==> src/logic/failsafe_params.svh <==
// Constants for the 32-point fail-safe output port.
// Assumes a 100 MHz core clock and the plain register port of the top module.
`ifndef FAILSAFE_PARAMS_SVH
`define FAILSAFE_PARAMS_SVH

// ----------------------------------------
// Timing
// ----------------------------------------
`define CLK_NS          10
`define TENTH_NS        100000000
`define LOSS_TICKS_DEF  10

// ----------------------------------------
// Address banks, reg_addr[9:8]
// ----------------------------------------
`define BANK_OUT        2'h0
`define BANK_IMAGE      2'h1
`define BANK_CTRL       2'h2

// ----------------------------------------
// Lanes inside the output and image banks
// ----------------------------------------
`define LANE_DWORD      8'h00
`define LANE_WORD_HI    4'h1
`define LANE_BYTE_HI    4'h2

// ----------------------------------------
// Control bank offsets
// ----------------------------------------
`define CTRL_KIND       8'h00
`define CTRL_DELAY      8'h04
`define CTRL_COMMIT     8'h08
`define CTRL_STATUS     8'h0C

// ----------------------------------------
// Status fields
// ----------------------------------------
`define ST_KIND_LSB     8
`define ST_ACTIVE       16
`define ST_LOST         17
`define ST_COMMIT       18

// ----------------------------------------
// Fail-safe kinds and reset values
// ----------------------------------------
`define KIND_OFF        2'h1
`define KIND_IMAGE      2'h2
`define KIND_HOLD       2'h3
`define KIND_RST        2'h1
`define DELAY_RST       8'h00
`define IMAGE_RST       32'h0000_0000

`endif

==> src/logic/failsafe_pkg.sv <==
// Types shared by the fail-safe output port.
// Assumes failsafe_params.svh supplies the numeric constants.
package failsafe_pkg;

	typedef logic [1:0] fs_kind_t;

	typedef enum logic [1:0] {
		BANK_OUT,
		BANK_IMAGE,
		BANK_CTRL,
		BANK_NONE
	} bank_t;

endpackage

==> src/logic/output_port_32_failsafe.sv <==
// 32-point on/off output port with staged fail-safe behaviour.
// Assumes a host on the same clock using the plain strobe register port.
//
// How it works
// - 32 points reachable as dword, two words, four bytes or single points.
// - After host silence and the delay, outputs take the fail-safe state.
// - Kind 1 forces off, kind 2 uses the image, kind 3 holds.
// - With kind 2 each point copies its image bit; otherwise image unused.
// - Delay counts tenths of a second, 0 to 255; zero means immediate.
// - Kind, delay and image take effect only on a commit.
// - Commit flag clears itself once the settings are transferred.
// - Image is written by point, byte, word or dword and is write-only.
`timescale 1ns/1ns
`include "failsafe_params.svh"

module output_port_32_failsafe #(
	parameter int unsigned TICK_CYCLES = `TENTH_NS / `CLK_NS,
	parameter int unsigned LOSS_TICKS  = `LOSS_TICKS_DEF
) (
	input  wire logic        core_clk,
	input  wire logic        rstn,
	input  wire logic        ce,
	input  wire logic [9:0]  reg_addr,
	input  wire logic [31:0] reg_wdata,
	input  wire logic        reg_wr,
	input  wire logic        reg_rd,
	output logic      [31:0] reg_rdata,
	output logic      [31:0] out_points,
	output logic             failsafe_active
);

	localparam int TCW = $clog2(TICK_CYCLES) + 1;
	localparam logic [TCW-1:0] TICK_LAST = TCW'(TICK_CYCLES - 1);
	localparam logic [8:0] LOSS = 9'(LOSS_TICKS);

	// ----------------------------------------
	// State
	// ----------------------------------------
	logic [31:0]            host_q, host_d;
	logic [31:0]            out_q, out_d;
	logic [31:0]            img_stage_q, img_stage_d;
	logic [31:0]            img_act_q, img_act_d;
	failsafe_pkg::fs_kind_t kind_stage_q, kind_stage_d;
	failsafe_pkg::fs_kind_t kind_act_q, kind_act_d;
	logic [7:0]             delay_stage_q, delay_stage_d;
	logic [7:0]             delay_act_q, delay_act_d;
	logic                   commit_q, commit_d;
	logic [TCW-1:0]         tick_cnt_q, tick_cnt_d;
	logic [8:0]             idle_q, idle_d;
	logic                   fs_q, fs_d;
	logic [31:0]            rdata_q, rdata_d;

	// ----------------------------------------
	// Address decode
	// ----------------------------------------
	failsafe_pkg::bank_t bank;
	logic [7:0]          off;
	logic                lane_ok;
	logic [4:0]          shift;
	logic [31:0]         wmask;
	logic [31:0]         mask;
	logic [31:0]         lane_wdata;
	logic                host_seen;
	logic                tick;
	logic                lost;
	logic [8:0]          thr;

	assign off = reg_addr[7:0];

	always_comb begin
		if (reg_addr[9:8] == `BANK_OUT) begin
			bank = failsafe_pkg::BANK_OUT;
		end else if (reg_addr[9:8] == `BANK_IMAGE) begin
			bank = failsafe_pkg::BANK_IMAGE;
		end else if (reg_addr[9:8] == `BANK_CTRL) begin
			bank = failsafe_pkg::BANK_CTRL;
		end else begin
			bank = failsafe_pkg::BANK_NONE;
		end
	end

	// Lane layout: dword 0x00, words 0x10/0x14, bytes 0x20-0x2C, points 0x80+4p
	always_comb begin
		lane_ok = 1'b1;
		shift   = 5'h00;
		wmask   = 32'hFFFF_FFFF;
		if (off == `LANE_DWORD) begin
			shift = 5'h00;
		end else if (off[7:4] == `LANE_WORD_HI && off[3] == 1'b0 && off[1:0] == 2'h0) begin
			shift = {off[2], 4'h0};
			wmask = 32'h0000_FFFF;
		end else if (off[7:4] == `LANE_BYTE_HI && off[1:0] == 2'h0) begin
			shift = {off[3:2], 3'h0};
			wmask = 32'h0000_00FF;
		end else if (off[7] && off[1:0] == 2'h0) begin
			shift = off[6:2];
			wmask = 32'h0000_0001;
		end else begin
			lane_ok = 1'b0;
		end
	end

	assign mask       = wmask << shift;
	assign lane_wdata = (reg_wdata << shift) & mask;

	// Any strobe counts as proof of life, even to an unmapped address
	assign host_seen = reg_wr | reg_rd;
	assign tick      = (tick_cnt_q == TICK_LAST);
	assign lost      = (idle_q >= LOSS);
	assign thr       = LOSS + {1'b0, delay_act_q};

	// ----------------------------------------
	// Output selection, one mux per point
	// ----------------------------------------
	for (genvar i = 0; i < 32; i++) begin : g_point
		always_comb begin
			if (!fs_q) begin
				out_d[i] = host_q[i];
			end else if (kind_act_q == `KIND_IMAGE) begin
				out_d[i] = img_act_q[i];
			end else if (kind_act_q == `KIND_HOLD) begin
				out_d[i] = out_q[i];
			end else begin
				out_d[i] = 1'b0;
			end
		end
	end

	// ----------------------------------------
	// Next state
	// ----------------------------------------
	always_comb begin
		host_d        = host_q;
		img_stage_d   = img_stage_q;
		img_act_d     = img_act_q;
		kind_stage_d  = kind_stage_q;
		kind_act_d    = kind_act_q;
		delay_stage_d = delay_stage_q;
		delay_act_d   = delay_act_q;
		commit_d      = commit_q;
		rdata_d       = 32'h0000_0000;

		if (reg_wr && lane_ok && bank == failsafe_pkg::BANK_OUT) begin
			host_d = (host_q & ~mask) | lane_wdata;
		end
		if (reg_wr && lane_ok && bank == failsafe_pkg::BANK_IMAGE) begin
			img_stage_d = (img_stage_q & ~mask) | lane_wdata;
		end
		if (reg_wr && bank == failsafe_pkg::BANK_CTRL && off == `CTRL_KIND) begin
			kind_stage_d = reg_wdata[1:0];
		end
		if (reg_wr && bank == failsafe_pkg::BANK_CTRL && off == `CTRL_DELAY) begin
			delay_stage_d = reg_wdata[7:0];
		end

		// Transfer in the cycle after the commit write, then drop the flag
		if (commit_q) begin
			kind_act_d  = kind_stage_q;
			delay_act_d = delay_stage_q;
			img_act_d   = img_stage_q;
			commit_d    = 1'b0;
		end
		// A fresh commit in the clearing cycle wins; a zero write is ignored
		if (reg_wr && bank == failsafe_pkg::BANK_CTRL && off == `CTRL_COMMIT
				&& reg_wdata[0]) begin
			commit_d = 1'b1;
		end

		if (reg_rd && lane_ok && bank == failsafe_pkg::BANK_OUT) begin
			rdata_d = (host_q & mask) >> shift;
		end else if (reg_rd && bank == failsafe_pkg::BANK_CTRL && off == `CTRL_STATUS) begin
			rdata_d[7:0]                      = delay_act_q;
			rdata_d[`ST_KIND_LSB+1:`ST_KIND_LSB] = kind_act_q;
			rdata_d[`ST_ACTIVE]               = fs_q;
			rdata_d[`ST_LOST]                 = lost;
			rdata_d[`ST_COMMIT]               = commit_q;
		end
	end

	// ----------------------------------------
	// Loss watchdog and tenth-second divider
	// ----------------------------------------
	always_comb begin
		tick_cnt_d = tick_cnt_q + TCW'(1);
		idle_d     = idle_q;
		if (host_seen) begin
			tick_cnt_d = '0;
			idle_d     = 9'h000;
		end else begin
			if (tick) begin
				tick_cnt_d = '0;
			end
			// Saturates so a long silence never wraps back to normal
			if (tick && idle_q != 9'h1FF) begin
				idle_d = idle_q + 9'h001;
			end
		end
		fs_d = (idle_q >= thr);
	end

	// ----------------------------------------
	// Registers
	// ----------------------------------------
	always_ff @(posedge core_clk) begin
		if (!rstn) begin
			host_q        <= 32'h0000_0000;
			out_q         <= 32'h0000_0000;
			img_stage_q   <= `IMAGE_RST;
			img_act_q     <= `IMAGE_RST;
			kind_stage_q  <= `KIND_RST;
			kind_act_q    <= `KIND_RST;
			delay_stage_q <= `DELAY_RST;
			delay_act_q   <= `DELAY_RST;
			commit_q      <= 1'b0;
			tick_cnt_q    <= '0;
			idle_q        <= 9'h000;
			fs_q          <= 1'b0;
			rdata_q       <= 32'h0000_0000;
		end else if (ce) begin
			host_q        <= host_d;
			out_q         <= out_d;
			img_stage_q   <= img_stage_d;
			img_act_q     <= img_act_d;
			kind_stage_q  <= kind_stage_d;
			kind_act_q    <= kind_act_d;
			delay_stage_q <= delay_stage_d;
			delay_act_q   <= delay_act_d;
			commit_q      <= commit_d;
			tick_cnt_q    <= tick_cnt_d;
			idle_q        <= idle_d;
			fs_q          <= fs_d;
			rdata_q       <= rdata_d;
		end
	end

	assign reg_rdata       = rdata_q;
	assign out_points      = out_q;
	assign failsafe_active = fs_q;

	// ----------------------------------------
	// Checks
	// ----------------------------------------
	chk_dword_write: assert property (@(posedge core_clk) disable iff (!rstn)
		ce && reg_wr && reg_addr == {`BANK_OUT, `LANE_DWORD} |=> host_q == $past(reg_wdata))
		else $error("dword write not stored");

	chk_word1_point16: assert property (@(posedge core_clk) disable iff (!rstn)
		ce && reg_wr && reg_addr == 10'h014 |=> host_q[16] == $past(reg_wdata[0]))
		else $error("word 1 bit 0 did not reach point 16");

	chk_entry_after_wait: assert property (@(posedge core_clk) disable iff (!rstn)
		$rose(fs_q) |-> $past(idle_q) >= $past(thr))
		else $error("fail-safe entered before the delay");

	chk_kind_off: assert property (@(posedge core_clk) disable iff (!rstn)
		ce && fs_q && kind_act_q == `KIND_OFF |=> out_q == 32'h0000_0000)
		else $error("kind off left a point on");

	chk_kind_hold: assert property (@(posedge core_clk) disable iff (!rstn)
		ce && fs_q && kind_act_q == `KIND_HOLD |=> $stable(out_q))
		else $error("kind hold changed outputs");

	chk_image_drive: assert property (@(posedge core_clk) disable iff (!rstn)
		ce && fs_q && kind_act_q == `KIND_IMAGE |=> out_q == $past(img_act_q))
		else $error("outputs do not follow the image");

	chk_zero_delay: assert property (@(posedge core_clk) disable iff (!rstn)
		ce && delay_act_q == 8'h00 && idle_q >= LOSS |=> fs_q)
		else $error("zero delay did not engage at once");

	chk_commit_gate: assert property (@(posedge core_clk) disable iff (!rstn)
		!commit_q |=> $stable(kind_act_q) && $stable(delay_act_q) && $stable(img_act_q))
		else $error("active settings changed without commit");

	chk_commit_clear: assert property (@(posedge core_clk) disable iff (!rstn)
		ce && commit_q && !reg_wr |=> !commit_q)
		else $error("commit flag did not clear");

	chk_commit_zero: assert property (@(posedge core_clk) disable iff (!rstn)
		ce && !commit_q && reg_wr && reg_addr == {`BANK_CTRL, `CTRL_COMMIT}
		&& !reg_wdata[0] |=> !commit_q)
		else $error("zero write set the commit flag");

	chk_image_stage: assert property (@(posedge core_clk) disable iff (!rstn)
		ce && reg_wr && reg_addr == {`BANK_IMAGE, `LANE_DWORD}
		|=> img_stage_q == $past(reg_wdata))
		else $error("image dword write not staged");

	chk_comm_exit: assert property (@(posedge core_clk) disable iff (!rstn)
		ce && host_seen ##1 ce |=> !fs_q)
		else $error("host access did not leave fail-safe");

	chk_tick_wrap: assert property (@(posedge core_clk) disable iff (!rstn)
		ce && tick && !host_seen |=> tick_cnt_q == '0)
		else $error("tick divider did not wrap");

	cov_image_entry: cover property (@(posedge core_clk) disable iff (!rstn)
		$rose(fs_q) && kind_act_q == `KIND_IMAGE);
	cov_commit: cover property (@(posedge core_clk) disable iff (!rstn)
		$fell(commit_q));
	cov_exit: cover property (@(posedge core_clk) disable iff (!rstn)
		$fell(fs_q));

endmodule

==> config.mk <==
export PLATFORM = sky130hd
export DESIGN_NAME = output_port_32_failsafe
export DESIGN_NICKNAME = d
export VERILOG_FILES = /design/src/logic/failsafe_pkg.sv /design/src/logic/output_port_32_failsafe.sv
export VERILOG_INCLUDE_DIRS = /design/src /design/src/logic
export SDC_FILE = /design/constraint.sdc
export NUM_CORES = 1
export LEC_CHECK = 0
export BUFFER_PORTS_ARGS = -buffer_cell sky130_fd_sc_hd__buf_2
export CORE_ASPECT_RATIO = 1.2
export CORE_UTILIZATION = 44
export DETAILED_ROUTE_END_ITERATION = 7
export GPL_TIMING_DRIVEN = 0
export PLACE_DENSITY_LB_ADDON = 0.25
export REMOVE_ABC_BUFFERS = 1
export SYNTH_ARGS = -nofsm -noshare
export SYNTH_HDL_FRONTEND = slang
export SYNTH_SLANG_ARGS = --single-unit
export TNS_END_PERCENT = 20
==> constraint.sdc <==
create_clock -name core_clk -period 2.8 [get_ports core_clk]
set_clock_uncertainty 0.05 [all_clocks]
set_input_delay 0.14 -clock core_clk [delete_from_list [all_inputs] [get_ports core_clk]]
set_output_delay 0.14 -clock core_clk [all_outputs]
set_load 0.02 [all_outputs]
==> metrics.md, run 1 <==
| Metric | Value |
|---|---|
| Async SR Flop Fraction | `0%` |
| Library cells used by synthesis | `81` |
| Synthesized area | `approximately 12000 µm²` |
| Max-Cap Viols | `0` |
| Largest net degree at the start of global routing | `slightly above 80` |
| Seq/Total Area, Yosys | `between 30% and 40%` |
| Power share of the sequential group | `between 40% and 50%` |
| Cell Chain, Critical Path | `buf_2, and3b_1, o21ai_1, and2_2, buf_8, o32a_1, o21ai_0, a2111oi_0, a41oi_1` |
| Vias in the first global route | `approximately 11000` |
| Io pins | `approximately 110` |
| Slew HR | `between 10% and 20%` |
| Proportion of power drawn by combinational gates | `a little over a tenth` |
| Final Hold Fails | `0` |
| Power Density | `512 nW/µm²` |
| Placer Congestion | `about 0.99` |
| Leading cell types by count after synthesis | `216 x dfxtp_1, 204 x nand2_1, 170 x nor2_1, 140 x a21oi_1, 118 x mux2i_1` |
| Fill cell count | `roughly 2600` |
| PnR worst setup slack | `75.9 ps` |
| DRC | `0` |
| Unrepaired setup endpoints after global routing | `true` |
| GRT Overall Usage | `between 20% and 30%` |
| Yosys reg bits | `216` |
| Cells after Synth | `roughly 1500` |
| CP Capture Type | `flip-flop` |
| Mean number of vias per cell | `between 6 and 7` |
| Wire length per cell | `between 20 and 25 µm` |
| Register Area | `4330 µm²` |
| Ranking of synthesized cells by area | `dfxtp_1 37%, mux2i_1 10%, nand2_1 6.5%` |
| Layout cells sized above 1 | `between 10 and 15%` |
| Die area | `about 27000 µm²` |
| Area share of the largest cell type after synthesis | `36.7%` |
| Initial DRC count | `915` |
| CTS sink count | `216` |
| Minimum clock period | `roughly 2700 ps` |
| Detail Route Antenna Nets | `0` |
| CTS H-tree lvls | `1` |
| Syn avg cell area | `between 7 and 8 µm²` |
| Fin util | `51.9%` |
| Final Cycle Share | `between 90% and 100%` |
| CP Class | `in -> reg` |
| Placed insts | `roughly 1800` |
| Final wirelength | `between 30000 and 40000 µm` |
| Ys Warns | `0` |
| First-pass GRT wire length | `60300 µm` |
| Clock share of power | `around 44%` |
| Peak supply drop | `0.000490 V` |
| Post-synth EDFFs | `0` |
| Status | `finished, final reports clean` |
| Critical path arrival | `around 3000 ps` |
| Area delta synth->final | `15.6%` |
| Worst hold margin | `between 200 and 250 ps` |
| Floorplan row count | `65` |
| Count leader, synth | `dfxtp_1` |
| Bufs on Longest Clock Path | `3` |
| Yosys top cell by area | `dfxtp_1` |
| Place WS | `-1280 ps` |
| Antenna diodes | `0` |
| Area of the multi-input gates | `between 7000 and 8000 µm²` |
| PortBufs | `roughly 110` |
| CP max-delay cell | `a2111oi_0` |
| Fin cells | `1906` |
| Total Power | `6.97 mW` |
| Initial antenna violation count | `0` |
| Slew of the pin with the lowest slew margin | `roughly 1200 ps` |
| Switching portion of total power | `a little over a quarter` |
| CTS tree | `built` |
| # setup viols final | `0` |
| Die span in y | `roughly 180 µm` |
| Core area | `~26000 µm²` |
| Skew-Pair Late Insertion Delay | `530 ps` |
| Leakage | `5.60 nW` |
| Highest clock rate | `between 0.3 and 0.4 GHz` |
| Slowest Stage Delay on Critical Path | `520 ps` |
| Initial Util | `44.9%` |
| Crit start category | `input port` |
| DP HPWL | `roughly 28000 µm` |
| CP required | `3130 ps` |
| Die Wd | `about 150 µm` |
| Dominant synthesized flop cell | `dfxtp_1` |
| Clock-pin slew on the worst setup and hold paths | `about 60 ps` |
| Critical Path Fanout Max | `23` |
| Initial DRT Pass Iterations | `6` |
| Root Buffer | `clkbuf_16` |
| Layout net count | `around 1600` |
| Slew Viols, Final | `0` |
| Int Power | `approximately 5.2 mW` |
| Hold crit path type | `in -> reg` |
| Total grt overflow | `0` |
| Vias | `about 12000` |
| Switching pwr | `between 1.5 and 2 mW` |
| Num CTS Buffers | `23` |
## critical path: cells and delay by family
family	cells	cell delay, ps
buffers and inverters	2	600
AND/OR/NAND/NOR	2	760
AO/OA/AOI/OAI	5	1510
## kinds of logic after synthesis
kind of cell    share of synthesized area [%]
flops                                    36.7
mux                                      10.2
simple gates                             22.5
xor+xnor                                 2.30
compound gates                           22.3
buf+inv                                  4.50
fa+ha+maj                                1.49
## power groups by stage
stage / Clock (mW) / Sequential [mW] / Combinational [mW]
floorplan: 0 / 3.24 / 0.377
global placement: 0 / 3.20 / 0.698
detailed placement: 0 / 3.20 / 0.717
CTS: 3.14 / 3.13 / 0.732
global route: 3.26 / 3.14 / 0.806
finish: 3.08 / 3.13 / 0.757
## layer usage
metal  vias to the layer above  global-route usage, %  part of all wire [%]
met4                         0                   11.6                   4.2
met5                         -                      0                     0
li1                       5505                      -                     -
met1                      5397                   36.9                    42
met3                        85                   5.53                   8.3
met2                       518                   45.6                    46
## repair_timing
item / 4_1_cts / 5_1_grt
endpoints found under the hold margin: 13 / 0
cloned: 0 / 1
gates resized for setup: 14 / 11
buffers inserted: 0 / 7
hold buffers: 10 / 0
pin swaps: 0 / 4
endpoints found under the setup margin: 114 / 84
## final cells by class
class,count,share of cell area (%)
Clock inverter,9,0.560
Multi-Input combinational cell,1146,51.9
Sequential cell,216,31.7
Inverter,23,0.670
Tap cell,335,3.08
Timing Repair Buffer,145,6.95
Clock buffer,32,5.06
## through the flow
step	TNS (ps)	instance area [µm²]
final	0	13600
after global routing	-12.9	13600
after CTS	-14.1	13500
after detailed placement	-97380	12600
after global placement	-495960	12300
after floorplan	-175770	11300
## placed cells by master, fill, tap and decap left out, types with 9 or more instances in the layout
| master | netlist | layout |
|---|---|---|
| a211oi_1 | 37 | 36 |
| o211ai_1 | 15 | 15 |
| o22ai_1 | 10 | 10 |
| nor3_1 | 26 | 26 |
| nand4_1 | 19 | 19 |
| buf_2 | 25 | 110 |
| ha_1 | 14 | 14 |
| dlygate4sd3_1 | 0 | 10 |
| a2bb2oi_1 | 14 | 14 |
| nand3_1 | 41 | 41 |
| a31oi_1 | 16 | 15 |
| a311oi_1 | 12 | 12 |
| and3_1 | 16 | 16 |
| buf_4 | 0 | 14 |
| mux2i_1 | 118 | 118 |
| inv_1 | 21 | 21 |
| o21ai_0 | 76 | 72 |
| dfxtp_1 | 216 | 215 |
| nand2b_1 | 9 | 9 |
| xnor2_1 | 14 | 14 |
| nand2_1 | 204 | 201 |
| xor2_1 | 17 | 17 |
| nor2_1 | 170 | 167 |
| clkbuf_16 | 0 | 23 |
| a21oi_1 | 140 | 140 |
| nor2b_1 | 27 | 27 |
## worst paths after layout
path                   from           end  slack, ps  cells past startpoint
max             reg_addr[4]  reg_rdata[0]         80                      9
min reg2reg       flip-flop  img_act_q[0]        400                      2
min             reg_addr[9]      commit_q        220                      5
max reg2reg  tick_cnt_q[13]     idle_q[3]        170                      6
(Power assumes the default switching activity.)
==> run 2: changes to the inputs <==
--- a/config.mk
+++ b/config.mk
@@ -12,6 +12,7 @@
 export DETAILED_ROUTE_END_ITERATION = 7
 export GPL_TIMING_DRIVEN = 0
 export PLACE_DENSITY_LB_ADDON = 0.25
+export RECOVER_POWER = 100
 export REMOVE_ABC_BUFFERS = 1
 export SYNTH_ARGS = -nofsm -noshare
 export SYNTH_HDL_FRONTEND = slang
==> metrics.md, run 2 (synthesized netlist as in run 1, its figures left out) <==
| Metric | Value |
|---|---|
| Power Density | `between 500 and 600 nW/µm²` |
| Final Hold Fails | `0` |
| Placer Congestion | `just under 1` |
| # setup viols final | `0` |
| Fin util | `51.4%` |
| Die Wd | `between 150 and 200 µm` |
| Fin Setup TNS | `0 ps` |
| Worst hold margin | `208 ps` |
| Slowest Stage Delay on Critical Path | `slightly below 800 ps` |
| Vias in the first global route | `between 10000 and 15000` |
| DRC | `0` |
| DP HPWL | `28300 µm` |
| Final Cycle Share | `98.5%` |
| Highest clock rate | `about 0.36 GHz` |
| Initial antenna violation count | `0` |
| Final wirelength | `about 40000 µm` |
| Unrepaired setup endpoints after global routing | `true` |
| Cell Chain, Critical Path | `buf_2, or4_1, nor4_4, o211ai_1, clkbuf_2, buf_4, nor2_2, buf_12, buf_4, nand2_1, nand2_1, a21oi_1` |
| Slew HR | `11.2%` |
| Critical path arrival | `just over 3000 ps` |
| CTS H-tree lvls | `1` |
| CP Capture Type | `flip-flop` |
| GRT Overall Usage | `28.4%` |
| Antenna diodes | `0` |
| Status | `finished, final reports clean` |
| Slew of the pin with the lowest slew margin | `between 1000 and 1500 ps` |
| Largest net degree at the start of global routing | `between 80 and 90` |
| Die span in y | `181 µm` |
| Vias | `between 10000 and 15000` |
| Placed insts | `1847` |
| Die area | `~27000 µm²` |
| Layout net count | `1616` |
| Register Area | `between 4000 and 5000 µm²` |
| Skew-Pair Late Insertion Delay | `between 500 and 600 ps` |
| CP bufs+invs | `5` |
| Slew Viols, Final | `0` |
| First-pass GRT wire length | `about 60000 µm` |
| CTS sink count | `216` |
| Commonest non-fill, non-tap cells in the layout | `215 x dfxtp_1, 201 x nand2_1, 167 x nor2_1` |
| Peak supply drop | `around 0.00048 V` |
| Leakage | `between 5 and 6 nW` |
| Total grt overflow | `0` |
| Critical Path Fanout Max | `16` |
| Fill cell count | `between 2000 and 3000` |
| Io pins | `between 100 and 150` |
| Minimum clock period | `2760 ps` |
| Wire length per cell | `20.8 µm` |
| Initial Util | `between 40 and 50%` |
| Layout cells sized above 1 | `9.55%` |
| Num CTS Buffers | `23` |
| PortBufs | `around 110` |
| Hold crit path type | `in -> reg` |
| Cell family with most CP delay | `simple AND/OR/NAND/NOR gates` |
| Clock-pin slew on the worst setup and hold paths | `~60 ps` |
| Crit start category | `input port` |
| Bufs on Longest Clock Path | `3` |
| Initial DRC count | `between 900 and 1000` |
| Fin cells | `1906` |
| CP Class | `in -> reg` |
| Floorplan row count | `65` |
| Mean number of vias per cell | `roughly 6.0` |
| Initial DRT Pass Iterations | `7` |
| CTS tree | `built` |
| Core area | `around 26000 µm²` |
| Root Buffer | `clkbuf_16` |
| Max-Cap Viols | `0` |
| Detail Route Antenna Nets | `0` |
| Area of the multi-input gates | `7070 µm²` |
| Total Power | `approximately 7.0 mW` |
| Area delta synth->final | `14.5%` |
| CP required | `~3100 ps` |
| Most common cell after layout, fill and taps aside | `dfxtp_1` |
| CP max-delay cell | `or4_1` |
[run 2: changes by cell type in the layout (fill, tap and decap cells not counted), sizes merged]
cell | previous run | this run
clkbuf | 32 | 102
buf | 135 | 65
[run 2: area by class of cell]
| type | count | share of cell area (%) |
|---|---|---|
| clock buffers | 32 | 5.11 |
| clock inverters | 9 | 0.565 |
| repair buffers | 145 | 6.14 |
| flip-flops and latches | 216 | 32.0 |
| multi-input cells | 1146 | 52.4 |
| inverters | 23 | 0.658 |
| well taps | 335 | 3.11 |
[run 2: power by group]
| part | internal, mW | switching (mW) | leakage, nW |
|---|---|---|---|
| clock network | 1.81 | 1.28 | 0.384 |
| registers | 3.11 | 0.0219 | 1.75 |
| logic | 0.222 | 0.518 | 3.18 |
| total | 5.14 | 1.82 | 5.32 |
[run 2: worst reg2reg max path, cell delays in order (launching register included)]
cell and delay (ps):
dfxtp_1 330, or4b_1 540, or4_1 540, nor3_1 220, o21ai_1 280, or3_1 460
a21oi_1 130
[run 2: what timing repair did]
item | 4_1_cts | 5_1_grt
gates resized for setup | 14 | 11
endpoints found under the setup margin | 114 | 84
cloned | 0 | 1
endpoints found under the hold margin | 13 | 0
pin swaps | 0 | 4
buffers inserted | 0 | 7
hold buffers | 10 | 0
[run 2: routing by layer]
layer	share of wire, %	track usage, %	up-vias
met3	9.3	5.53	88
met2	46	45.6	537
met4	4.4	11.6	0
met5	0	0	-
met1	41	36.9	5403
li1	-	-	5497
[run 2: path summary, 6_finish.rpt]
kind	start	to	slack, ps	depth (start not counted)
setup / recovery	reg_addr[6]	flip-flop	40	12
hold / removal	reg_addr[9]	commit_q	210	5
setup reg to reg	tick_cnt_q[13]	idle_q[3]	170	6
hold reg to reg	flip-flop	img_act_q[0]	400	2
[run 2: stage by stage]
step,worst slack [ps],cell area [µm²]
global route,-13.0,13500
CTS,-14.1,13500
detailed placement,-1280,12600
finish,40.9,13500
global placement,-5280,12300
floorplan,-2380,11300
==> run 3: changes to the inputs <==
--- a/config.mk
+++ b/config.mk
@@ -7,7 +7,7 @@
 export NUM_CORES = 1
 export LEC_CHECK = 0
 export BUFFER_PORTS_ARGS = -buffer_cell sky130_fd_sc_hd__buf_2
-export CORE_ASPECT_RATIO = 1.2
+export CAP_MARGIN = 20
 export CORE_UTILIZATION = 44
 export DETAILED_ROUTE_END_ITERATION = 7
 export GPL_TIMING_DRIVEN = 0
==> metrics.md, run 3 (synthesized netlist as in run 1, its figures left out) <==
| Metric | Value |
|---|---|
| Die area | `~27000 µm²` |
| Die span in y | `~170 µm` |
| Highest clock rate | `approximately 0.33 GHz` |
| CTS tree | `built` |
| Max-Cap Viols | `1` |
| Slew Viols, Final | `43` |
| CTS sink count | `around 220` |
| Slew of the pin with the lowest slew margin | `~1900 ps` |
| Slew HR | `-23.4%` |
| Largest net degree at the start of global routing | `between 70 and 80` |
| Leakage | `5.36 nW` |
| Fin util | `between 50% and 60%` |
| Unrepaired setup endpoints after global routing | `true` |
| Initial DRT Pass Iterations | `8` |
| Antenna diodes | `0` |
| First-pass GRT wire length | `between 60000 and 70000 µm` |
| Skew-Pair Late Insertion Delay | `540 ps` |
| Detail Route Antenna Nets | `0` |
| Crit start category | `input port` |
| Root Buffer | `clkbuf_16` |
| Area delta synth->final | `15.5%` |
| Slowest Stage Delay on Critical Path | `just over 900 ps` |
| Hold Path Depth | `4` |
| Clock-pin slew on the worst setup and hold paths | `~70 ps` |
| Critical Path Fanout Max | `23` |
| Worst Hold Launch | `reg_rd` |
| Peak supply drop | `approximately 0.00048 V` |
| Initial antenna violation count | `0` |
| Bufs on Longest Clock Path | `3` |
| Initial Util | `a little under half` |
| Final Hold Fails | `0` |
| PortBufs | `between 100 and 150` |
| Core area | `26100 µm²` |
| DP HPWL | `about 28000 µm` |
| Cell depth of the worst flop-to-flop path | `6` |
| Fin cells | `roughly 1900` |
| Mean number of vias per cell | `6.09` |
| Vias in the first global route | `approximately 11000` |
| Critical path arrival | `~3400 ps` |
| R2r startpoint | `tick_cnt_q[13]` |
| Die Wd | `approximately 170 µm` |
| CP Capture Point | `reg_rdata[15]` |
| Status | `complete, but fails checks` |
| Floorplan row count | `59` |
| CP required | `about 3200 ps` |
| Reg-to-reg slack, setup | `~60 ps` |
| Area post-placement | `~13000 µm²` |
| Total grt overflow | `0` |
| Most common cell after layout, fill and taps aside | `dfxtp_1` |
| CP Capture Type | `flip-flop` |
| Commonest non-fill, non-tap cells in the layout | `215 x dfxtp_1, 202 x nand2_1, 169 x nor2_1` |
| Layout net count | `~1600` |
| # setup viols final | `3` |
| CP max-delay cell | `o211ai_1` |
| Final Cycle Share | `108%` |
| GRT Overall Usage | `roughly 28%` |
| Placed insts | `roughly 1900` |
| Placer Congestion | `between 0.9 and 1` |
| Design area | `around 14000 µm²` |
| Wire length per cell | `20.6 µm` |
| CTS H-tree lvls | `1` |
| Total Power | `between 7 and 8 mW` |
| Worst hold margin | `21.2 ps` |
| Vias | `11600` |
| CP startpoint | `reg_addr[4]` |
| Num CTS Buffers | `25` |
| DRC | `20` |
| Io pins | `112` |
| Place WS | `-639 ps` |
| Hold crit path type | `in -> reg` |
| Minimum clock period | `approximately 3000 ps` |
| Final wirelength | `approximately 39000 µm` |
| CP Class | `in -> reg` |
| Initial DRC count | `about 1200` |
| Layout cells sized above 1 | `roughly 9.0%` |
| Power Density | `about 530 nW/µm²` |
| PnR worst setup slack | `-228 ps` |
| Critical R2R Capture | `tick_cnt_q[11]` |
| Cell Chain, Critical Path | `buf_2, nor3b_1, o211ai_1, o21ai_0, or3_1, o21a_1, o31ai_1` |
| Violated checks | `DRC, capacitance limit, slew limit, setup timing` |
| Fin Setup TNS | `-403 ps` |
run 3: what timing repair did:
action / in CTS / in global routing
hold buffers: 11 / 0
setup endpoints to repair: 50 / 52
pin swaps: 0 / 1
buffers inserted: 0 / 1
resized for setup: 5 / 9
hold endpoints to repair: 14 / 0
run 3: worst max-delay path: cells and delay by family:
kind | cells | cell delay (ps)
compound gates | 4 | 2070
simple gates | 2 | 830
buf+inv | 1 | 380
run 3: cell type report:
class	instances	area [µm²]
clock inverters	8	103
well taps	335	419
inverters	23	87.6
flip-flops and latches	216	4330
repair buffers	145	911
multi-input cells	1145	7030
fillers	2621	12500
clock buffers	37	731
run 3: power by group:
group	total (mW)	internal (mW)	switching (mW)
registers	3.13	3.11	0.0219
logic	0.758	0.232	0.526
clock network	3.32	1.99	1.33
total	7.21	5.33	1.88
run 3: worst min path at each step:
stage,endpoint,slack [ps]
floorplan,kind_stage_q[0],150
global placement,delay_act_q[2],390
detailed placement,delay_act_q[4],390
CTS,idle_q[8],4
global route,idle_q[8],40
finish,idle_q[8],20
run 3: per-layer routing:
metal	part of all wire [%]	vias up	GRT usage, %
li1	-	5512	-
met1	45	5502	38.9
met2	43	536	42.8
met3	9.5	81	6.05
met4	2.8	0	8.98
met5	0	-	0
